==> src/hw/timer_pkg.sv <==
package timer_pkg;

    // ------------------------------------------------------------------
    // Widths and reset values
    // ------------------------------------------------------------------
    localparam int          COUNT_W    = 16;
    localparam int          PS_CNT_W   = 8;
    localparam int          PRIO_W     = 3;
    localparam logic [15:0] COUNT_RST  = 16'h0000;
    localparam logic [15:0] PERIOD_RST = 16'hffff;
    localparam logic [2:0]  PRIO_RST   = 3'h0;

    // ------------------------------------------------------------------
    // Prescale selection and terminal counts
    // ------------------------------------------------------------------
    typedef enum logic [1:0] {
        PS_DIV1   = 2'h0,
        PS_DIV8   = 2'h1,
        PS_DIV64  = 2'h2,
        PS_DIV256 = 2'h3
    } prescale_t;

    localparam logic [7:0] PS_LAST_DIV1   = 8'h00;
    localparam logic [7:0] PS_LAST_DIV8   = 8'h07;
    localparam logic [7:0] PS_LAST_DIV64  = 8'h3f;
    localparam logic [7:0] PS_LAST_DIV256 = 8'hff;

    function automatic logic [7:0] ps_last(input prescale_t sel);
        case (sel)
            PS_DIV1:  ps_last = PS_LAST_DIV1;
            PS_DIV8:  ps_last = PS_LAST_DIV8;
            PS_DIV64: ps_last = PS_LAST_DIV64;
            default:  ps_last = PS_LAST_DIV256;
        endcase
    endfunction

endpackage

==> src/hw/timer_ps_if.sv <==
`timescale 1ns/1ps
`default_nettype none
interface timer_ps_if;
    import timer_pkg::*;
    logic      tick_in;
    logic      clear;
    prescale_t sel;
    logic      tick_out;

    modport core (output tick_in, output clear, output sel, input tick_out);
    modport div  (input tick_in, input clear, input sel, output tick_out);
endinterface
`default_nettype wire

==> src/hw/gated_prescaled_timer16.sv <==
`timescale 1ns/1ps
`default_nettype none
module gated_prescaled_timer16 (
    input  wire logic                         clock_i,
    input  wire logic                         rst_i,
    input  wire logic                         timer_run_bit_i,
    input  wire timer_pkg::prescale_t         prescale_select_i,
    input  wire logic                         clock_source_select_i,
    input  wire logic                         gate_accumulate_enable_i,
    input  wire logic                         external_clock_sync_i,
    input  wire logic                         stop_in_idle_i,
    input  wire logic                         cpu_idle_i,
    input  wire logic                         cpu_sleep_i,
    input  wire logic                         timer_irq_enable_i,
    input  wire logic [timer_pkg::PRIO_W-1:0] timer_irq_priority_i,
    input  wire logic                         count_wr_i,
    input  wire logic [15:0]                  count_wdata_i,
    input  wire logic                         period_wr_i,
    input  wire logic [15:0]                  period_wdata_i,
    input  wire logic                         ext_clk_i,
    input  wire logic                         gate_i,
    output logic      [15:0]                  timer_count_reg_o,
    output logic      [15:0]                  timer_period_reg_o,
    output logic                              irq_o,
    output logic      [timer_pkg::PRIO_W-1:0] irq_priority_o
);
    import timer_pkg::*;

    // ------------------------------------------------------------------
    // Pin synchronisers
    // ------------------------------------------------------------------
    logic ext_s1_r;
    logic ext_s2_r;
    logic ext_s3_r;
    logic gate_s1_r;
    logic gate_s2_r;
    logic gate_s3_r;

    // The third stage only feeds edge detection; the first stage is never decoded.
    always_ff @(posedge clock_i) begin
        if (rst_i) begin
            ext_s1_r <= 1'b0;
            ext_s2_r <= 1'b0;
            ext_s3_r <= 1'b0;
        end else begin
            ext_s1_r <= ext_clk_i;
            ext_s2_r <= ext_s1_r;
            ext_s3_r <= ext_s2_r;
        end
    end

    always_ff @(posedge clock_i) begin
        if (rst_i) begin
            gate_s1_r <= 1'b0;
            gate_s2_r <= 1'b0;
            gate_s3_r <= 1'b0;
        end else begin
            gate_s1_r <= gate_i;
            gate_s2_r <= gate_s1_r;
            gate_s3_r <= gate_s2_r;
        end
    end

    // ------------------------------------------------------------------
    // Input selection and gating
    // ------------------------------------------------------------------
    logic ext_rise;
    logic gate_fall;
    logic run_ok;
    logic int_tick;
    logic ext_tick;
    logic tick_raw;
    logic gate_event;

    assign ext_rise  = ext_s2_r && !ext_s3_r;
    assign gate_fall = gate_s3_r && !gate_s2_r;
    assign run_ok    = timer_run_bit_i && !(cpu_idle_i && stop_in_idle_i);

    // The internal clock and the synchronous counter both stop in sleep; only the
    // asynchronous counter keeps running there, since it needs no instruction clock.
    assign int_tick  = !clock_source_select_i && !cpu_sleep_i
                       && (!gate_accumulate_enable_i || gate_s2_r);
    assign ext_tick  = clock_source_select_i && ext_rise
                       && (!external_clock_sync_i || !cpu_sleep_i);
    assign tick_raw  = run_ok && (int_tick || ext_tick);

    assign gate_event = run_ok && !clock_source_select_i && gate_accumulate_enable_i
                        && gate_fall;

    // ------------------------------------------------------------------
    // Prescaler
    // ------------------------------------------------------------------
    timer_ps_if ps_bus ();

    assign ps_bus.tick_in = tick_raw;
    assign ps_bus.sel     = prescale_select_i;
    assign ps_bus.clear   = count_wr_i || !timer_run_bit_i;

    timer_prescaler u_prescaler (
        .clock_i (clock_i),
        .rst_i   (rst_i),
        .ps      (ps_bus.div)
    );

    // ------------------------------------------------------------------
    // Count, period and interrupt request
    // ------------------------------------------------------------------
    logic        tick;
    logic        match;
    logic [15:0] count_nxt;

    assign tick      = ps_bus.tick_out;
    assign match     = (timer_count_reg_o == timer_period_reg_o);
    assign count_nxt = match ? COUNT_RST : timer_count_reg_o + 16'h0001;

    // A software load wins over a tick in the same cycle.
    always_ff @(posedge clock_i) begin
        if (rst_i) begin
            timer_count_reg_o <= COUNT_RST;
        end else if (count_wr_i) begin
            timer_count_reg_o <= count_wdata_i;
        end else if (tick) begin
            timer_count_reg_o <= count_nxt;
        end
    end

    always_ff @(posedge clock_i) begin
        if (rst_i) begin
            timer_period_reg_o <= PERIOD_RST;
        end else if (period_wr_i) begin
            timer_period_reg_o <= period_wdata_i;
        end
    end

    always_ff @(posedge clock_i) begin
        if (rst_i) begin
            irq_o <= 1'b0;
        end else begin
            irq_o <= timer_irq_enable_i
                     && ((tick && match && !count_wr_i) || gate_event);
        end
    end

    always_ff @(posedge clock_i) begin
        if (rst_i) begin
            irq_priority_o <= PRIO_RST;
        end else begin
            irq_priority_o <= timer_irq_priority_i;
        end
    end

    // ------------------------------------------------------------------
    // Assertions
    // ------------------------------------------------------------------
    AST_HOLD_WHEN_OFF: assert property (@(posedge clock_i) disable iff (rst_i)
        (!timer_run_bit_i && !count_wr_i) |=> $stable(timer_count_reg_o))
        else $error("Count moved while the run bit was clear.");

    AST_INCREMENT: assert property (@(posedge clock_i) disable iff (rst_i)
        (tick && !match && !count_wr_i) |=> (timer_count_reg_o == $past(timer_count_reg_o) + 16'h0001))
        else $error("Count did not step by one on a prescaled tick.");

    AST_WRAP: assert property (@(posedge clock_i) disable iff (rst_i)
        (tick && match && !count_wr_i) |=> (timer_count_reg_o == COUNT_RST))
        else $error("Count did not clear after matching the period.");

    AST_MATCH_IRQ: assert property (@(posedge clock_i) disable iff (rst_i)
        (tick && match && !count_wr_i && timer_irq_enable_i) |=> irq_o)
        else $error("Period match raised no interrupt request.");

    AST_GATE_IRQ: assert property (@(posedge clock_i) disable iff (rst_i)
        (timer_run_bit_i && !clock_source_select_i && gate_accumulate_enable_i && timer_irq_enable_i
         && !(cpu_idle_i && stop_in_idle_i) && gate_s3_r && !gate_s2_r) |=> irq_o)
        else $error("Gate falling edge raised no interrupt request.");

    AST_NO_IRQ_DISABLED: assert property (@(posedge clock_i) disable iff (rst_i)
        !timer_irq_enable_i |=> !irq_o)
        else $error("Interrupt request while the enable was clear.");

    AST_GATE_BLOCKS: assert property (@(posedge clock_i) disable iff (rst_i)
        (!clock_source_select_i && gate_accumulate_enable_i && !gate_s2_r) |-> !tick_raw)
        else $error("Internal clock counted while the gate was low.");

    AST_INTERNAL_RUNS: assert property (@(posedge clock_i) disable iff (rst_i)
        (timer_run_bit_i && !clock_source_select_i && !gate_accumulate_enable_i
         && !cpu_sleep_i && !cpu_idle_i) |-> tick_raw)
        else $error("Internal clock did not feed the prescaler.");

    AST_SYNC_SLEEP: assert property (@(posedge clock_i) disable iff (rst_i)
        (cpu_sleep_i && clock_source_select_i && external_clock_sync_i) |-> !tick_raw)
        else $error("Synchronous counter ran during sleep.");

    AST_ASYNC_SLEEP: assert property (@(posedge clock_i) disable iff (rst_i)
        (cpu_sleep_i && timer_run_bit_i && !cpu_idle_i && clock_source_select_i
         && !external_clock_sync_i && ext_s2_r && !ext_s3_r) |-> tick_raw)
        else $error("Asynchronous counter stopped during sleep.");

    AST_LOAD: assert property (@(posedge clock_i) disable iff (rst_i)
        count_wr_i |=> (timer_count_reg_o == $past(count_wdata_i)))
        else $error("Count write was not taken.");

    AST_LOAD_MASKS_MATCH: assert property (@(posedge clock_i) disable iff (rst_i)
        (count_wr_i && !gate_event) |=> !irq_o)
        else $error("Match interrupt raised in a cycle that loaded the count.");

    COV_MATCH_IRQ: cover property (@(posedge clock_i) disable iff (rst_i)
        tick && match && timer_irq_enable_i ##1 irq_o);
    COV_GATE_IRQ: cover property (@(posedge clock_i) disable iff (rst_i)
        gate_event && timer_irq_enable_i ##1 irq_o);
    COV_ASYNC_SLEEP: cover property (@(posedge clock_i) disable iff (rst_i)
        cpu_sleep_i && tick_raw);
    COV_LOAD_OVER_MATCH: cover property (@(posedge clock_i) disable iff (rst_i)
        count_wr_i && tick && match);

endmodule // gated_prescaled_timer16
`default_nettype wire

==> src/hw/timer_prescaler.sv <==
`timescale 1ns/1ps
`default_nettype none
module timer_prescaler (
    input  wire logic clock_i,
    input  wire logic rst_i,
    timer_ps_if.div   ps
);
    import timer_pkg::*;

    logic [PS_CNT_W-1:0] div_cnt_r;
    logic                at_last;

    assign at_last     = (div_cnt_r == ps_last(ps.sel));
    assign ps.tick_out = ps.tick_in && at_last;

    // Clearing on a count write keeps the first period after a load whole.
    always_ff @(posedge clock_i) begin
        if (rst_i || ps.clear) begin
            div_cnt_r <= '0;
        end else if (ps.tick_in) begin
            div_cnt_r <= at_last ? '0 : div_cnt_r + 8'h01;
        end
    end

    AST_DIV1_PASS: assert property (@(posedge clock_i) disable iff (rst_i)
        (ps.sel == PS_DIV1) |-> (ps.tick_out == ps.tick_in))
        else $error("Divide-by-one prescale does not pass every tick.");

    AST_DIV8_SPACING: assert property (@(posedge clock_i) disable iff (rst_i)
        (ps.tick_out && ps.sel == PS_DIV8 && !ps.clear) ##1
        (ps.sel == PS_DIV8 && !ps.clear && ps.tick_in) [*7] |-> !ps.tick_out)
        else $error("Divide-by-eight prescale produced an early tick.");

endmodule // timer_prescaler
`default_nettype wire

==> config.mk <==
export PLATFORM = sky130hd
export DESIGN_NAME = gated_prescaled_timer16
export DESIGN_NICKNAME = d
export VERILOG_FILES = /design/src/hw/timer_pkg.sv /design/src/hw/timer_ps_if.sv /design/src/hw/gated_prescaled_timer16.sv /design/src/hw/timer_prescaler.sv
export SDC_FILE = /design/constraint.sdc
export NUM_CORES = 1
export LEC_CHECK = 0
export ABC_CLOCK_PERIOD_IN_PS = 2050
export BUFFER_PORTS_ARGS = -buffer_cell sky130_fd_sc_hd__buf_2
export CORE_MARGIN = 1.5
export CORE_UTILIZATION = 45
export CTS_CLUSTER_DIAMETER = 40
export DETAILED_ROUTE_END_ITERATION = 7
export GPL_ROUTABILITY_DRIVEN = 1
export PLACE_DENSITY_LB_ADDON = 0.2
export SLEW_MARGIN = 25
export SYNTH_ARGS = -nofsm -noshare
export SYNTH_HDL_FRONTEND = slang
export SYNTH_SLANG_ARGS = --single-unit
==> constraint.sdc <==
create_clock -name clock_i -period 2.05 [get_ports clock_i]
set_clock_uncertainty 0.2 [all_clocks]
set_input_delay 0.41 -clock clock_i [delete_from_list [all_inputs] [get_ports clock_i]]
set_output_delay 0.41 -clock clock_i [all_outputs]
set_load 0.05 [all_outputs]
==> summary.md <==
| Metric | Value |
|---|---|
| HP Class | in2reg |
| Post-synth top cells | dfxtp_1 (50), nor2b_1 (26), nand2_1 (23) |
| Clock transition at path regs | 0.10 ns |
| WP buf/inv | 2 |
| Slew margin rel. | 56.2% |
| Arrival time worst endpoint | 2.09 ns |
| Final hold slack | 0.111 ns |
| CTS tree | done |
| Initial DRC Count | 183 |
| EDFF count, synth | 0 |
| Initial antenna violation count | 0 |
| Failing checks | negative setup slack |
| Cell-by-cell trace of the critical path | xnor2_2 -> nand4_1 -> nor4_2 -> buf_4 -> nand4bb_4 -> buf_6 -> or4_4 -> a21oi_2 |
| H-tree depth | 2 |
| Total power | 0.00249 W |
| Worst path slowest cell | or4_4 |
| Reg power frac | 43.6% |
| Combinational power share | 23.8% |
| Area Overhead vs Synth | 43.9% |
| F_max | 485 MHz |
| Dpl ws | -0.257 ns |
| Final setup margin | -0.0104 ns |
| DRT antenna net count | 0 |
| PD cells | 668 mW/mm2 |
| Ports | 87 |
| First-pass GRT wire length | 11,600 um |
| Crit-path leading delay family | simple AND/OR/NAND/NOR gates |
| Clock period minus worst slack | 2.06 ns |
| Port bufs | 86 |
| Clock share of power | 32.5% |
| Final slew viol count | 0 |
| Die H | 78.8 um |
| Static Leak | 1.56 nW |
| CTS Sinks | 50 |
| Unrepaired setup endpoints after global routing | true |
| Clock tree root driver cell | clkbuf_8 |
| Yosys cell types | 45 |
| Vias in the first global route | 2,414 |
| Filler cells | 479 |
| Syn. warnings | 0 |
| Syn_area_per_cell | 8.98 um2 |
| Overflow after GRT | 0 |
| Worst slew pin tran | 0.657 ns |
| Area contributors post-synth | dfxtp_1 (39%), nor2b_1 (6.3%), xnor2_1 (5.8%), a211o_1 (5.4%), a221oi_1 (3.7%) |
| Die area | 0.00621 mm2 |
| Asr flop ratio synth | 0% |
| CP max FO | 6 |
| DR pass1 iterations | 4 |
| Type of the worst setup path | reg2reg |
| Outcome | complete, but fails checks |
| Starting Density | 46.7% |
| Sequential share of the synthesized area | 38.7% |
| Final Util | 67.2% |
| Synthesized cell area | 0.00259 mm2 |
| Antenna diodes | 0 |
| Final number of setup-violating endpoints | 1 |
| Vias/cell | 5.55 |
| DRC | 0 |
| Layout cells sized above 1 | 49.8% |
| Ys flop type | dfxtp_1 |
| Placer Congestion | 0.864 |
| Placed wire-length estimate | 5230 um |
| Routed len/inst | 15.9 um |
| Net switching power | 0.000754 W |
| Flops & latches, synth | 50 |
| Via count | 2,666 |
| Internal power | 0.00173 W |
| Fin crit share | 101% |
| Skew-Pair Late Insertion Delay | 0.30 ns |
| Nets | 460 |
| Synthesized instance count | 288 |
| WL final | 7620 um |
| Worst VDD drop | 508 uV |
| CP startpoint kind | flip-flop |
| Synth Net Count | 341 |
| Die W | 78.8 um |
| Cts bufs inserted | 5 |
| Max-Cap Viols | 0 |
| Sw frac | 30.3% |
| Worst Path Required | 2.08 ns |
| Count leader, synth | dfxtp_1 |
| Rows | 27 |
| Worst Setup End Kind | flip-flop |
| GRT Total Usage | 23.9% |
| Hold Violations, Final | 0 |
| CP max stage delay | 0.48 ns |
| Share of the synthesized area in the top cell type | 38.7% |
| CTS Buffer Depth | 2 |
| Largest net degree at the start of global routing | 33 |
| Yosys top cell by area | dfxtp_1 |
| CORE AREA | 0.00554 mm2 |
[timing repair]
item,4_1_cts,5_1_grt
gates cloned,1,1
pin swaps,4,15
resized for setup,9,33
endpoints found under the setup margin,5,23
hold buffers,0,0
setup buffers,1,6
[routing by layer]
metal  GRT usage [%]  part of all wire [%]  up-vias
li1                -                     -     1310
met1            32.1                    44     1231
met2            38.4                    47      115
met3            5.63                   7.6       10
met4            6.32                   1.1        0
met5               0                     0        -
[cell type report]
class                      count  area (um2)  share of cell area, %
timing repair buffer         130         785                   21.1
sequential                    50        1060                   28.4
clock buffer                   7         108                   2.89
tap                           72        90.1                   2.42
clock inverter                 1        30.0                  0.806
inverter                       5        18.8                  0.504
multi-input combinational    215        1640                   44.0
[power groups by stage]
stage          clock [W]  sequential, W  combinational, W
4_1_cts         0.000825        0.00108          0.000555
6_report        0.000809        0.00108          0.000593
2_1_floorplan          0        0.00127          0.000186
5_1_grt         0.000869        0.00109          0.000630
3_5_place_dp           0        0.00110          0.000545
3_3_place_gp           0        0.00110          0.000536
[state kept, by name, indices dropped and copies added (netlist names)]
signal and flops:
u_prescaler.div_cnt_r 8, gate_s2_r 1, ext_s1_r 1, gate_s3_r 1, irq_o 1, ext_s2_r 1
gate_s1_r 1, ext_s3_r 1, timer_count_reg_o 16, timer_period_reg_o 16, irq_priority_o 3
[cell usage in the layout, fill, tap and decap left out, types with 10 or more instances in the layout]
cell type,instances
a211o_1,16
a21oi_1,16
buf_2,86
buf_4,40
dfxtp_1,16
dfxtp_2,29
nand2_1,21
nand4_1,10
nor2b_1,26
xnor2_1,11
[path summary, 6_finish.rpt]
check,from,end,slack [ns],cells past startpoint
max,timer_count_reg_o[13],timer_count_reg_o[9],-0.01,8
min,period_wdata_i[6],timer_period_reg_o[6],0.11,2
max reg2reg,timer_count_reg_o[13],timer_count_reg_o[9],-0.01,8
min reg2reg,gate_s1_r,gate_s2_r,0.25,1
[logic make-up after synthesis]
logic type	after synthesis	share of synthesized area, %
compound gates	66	18.4
xor+xnor	22	7.45
fa+ha+maj	2	0.967
buf+inv	24	5.27
flops	50	38.7
mux	1	0.387
simple gates	123	28.9
[through the flow]
stage	instances	TNS (ns)	instance area (um2)
3_5_place_dp	463	-3.52	3320
5_1_grt	480	-0.921	3720
4_1_cts	473	0	3520
2_1_floorplan	288	0	2640
3_3_place_gp	463	-2.52	3320
6_report	480	-0.0104	3720
Note: power is estimated with default switching activity, not from simulation.
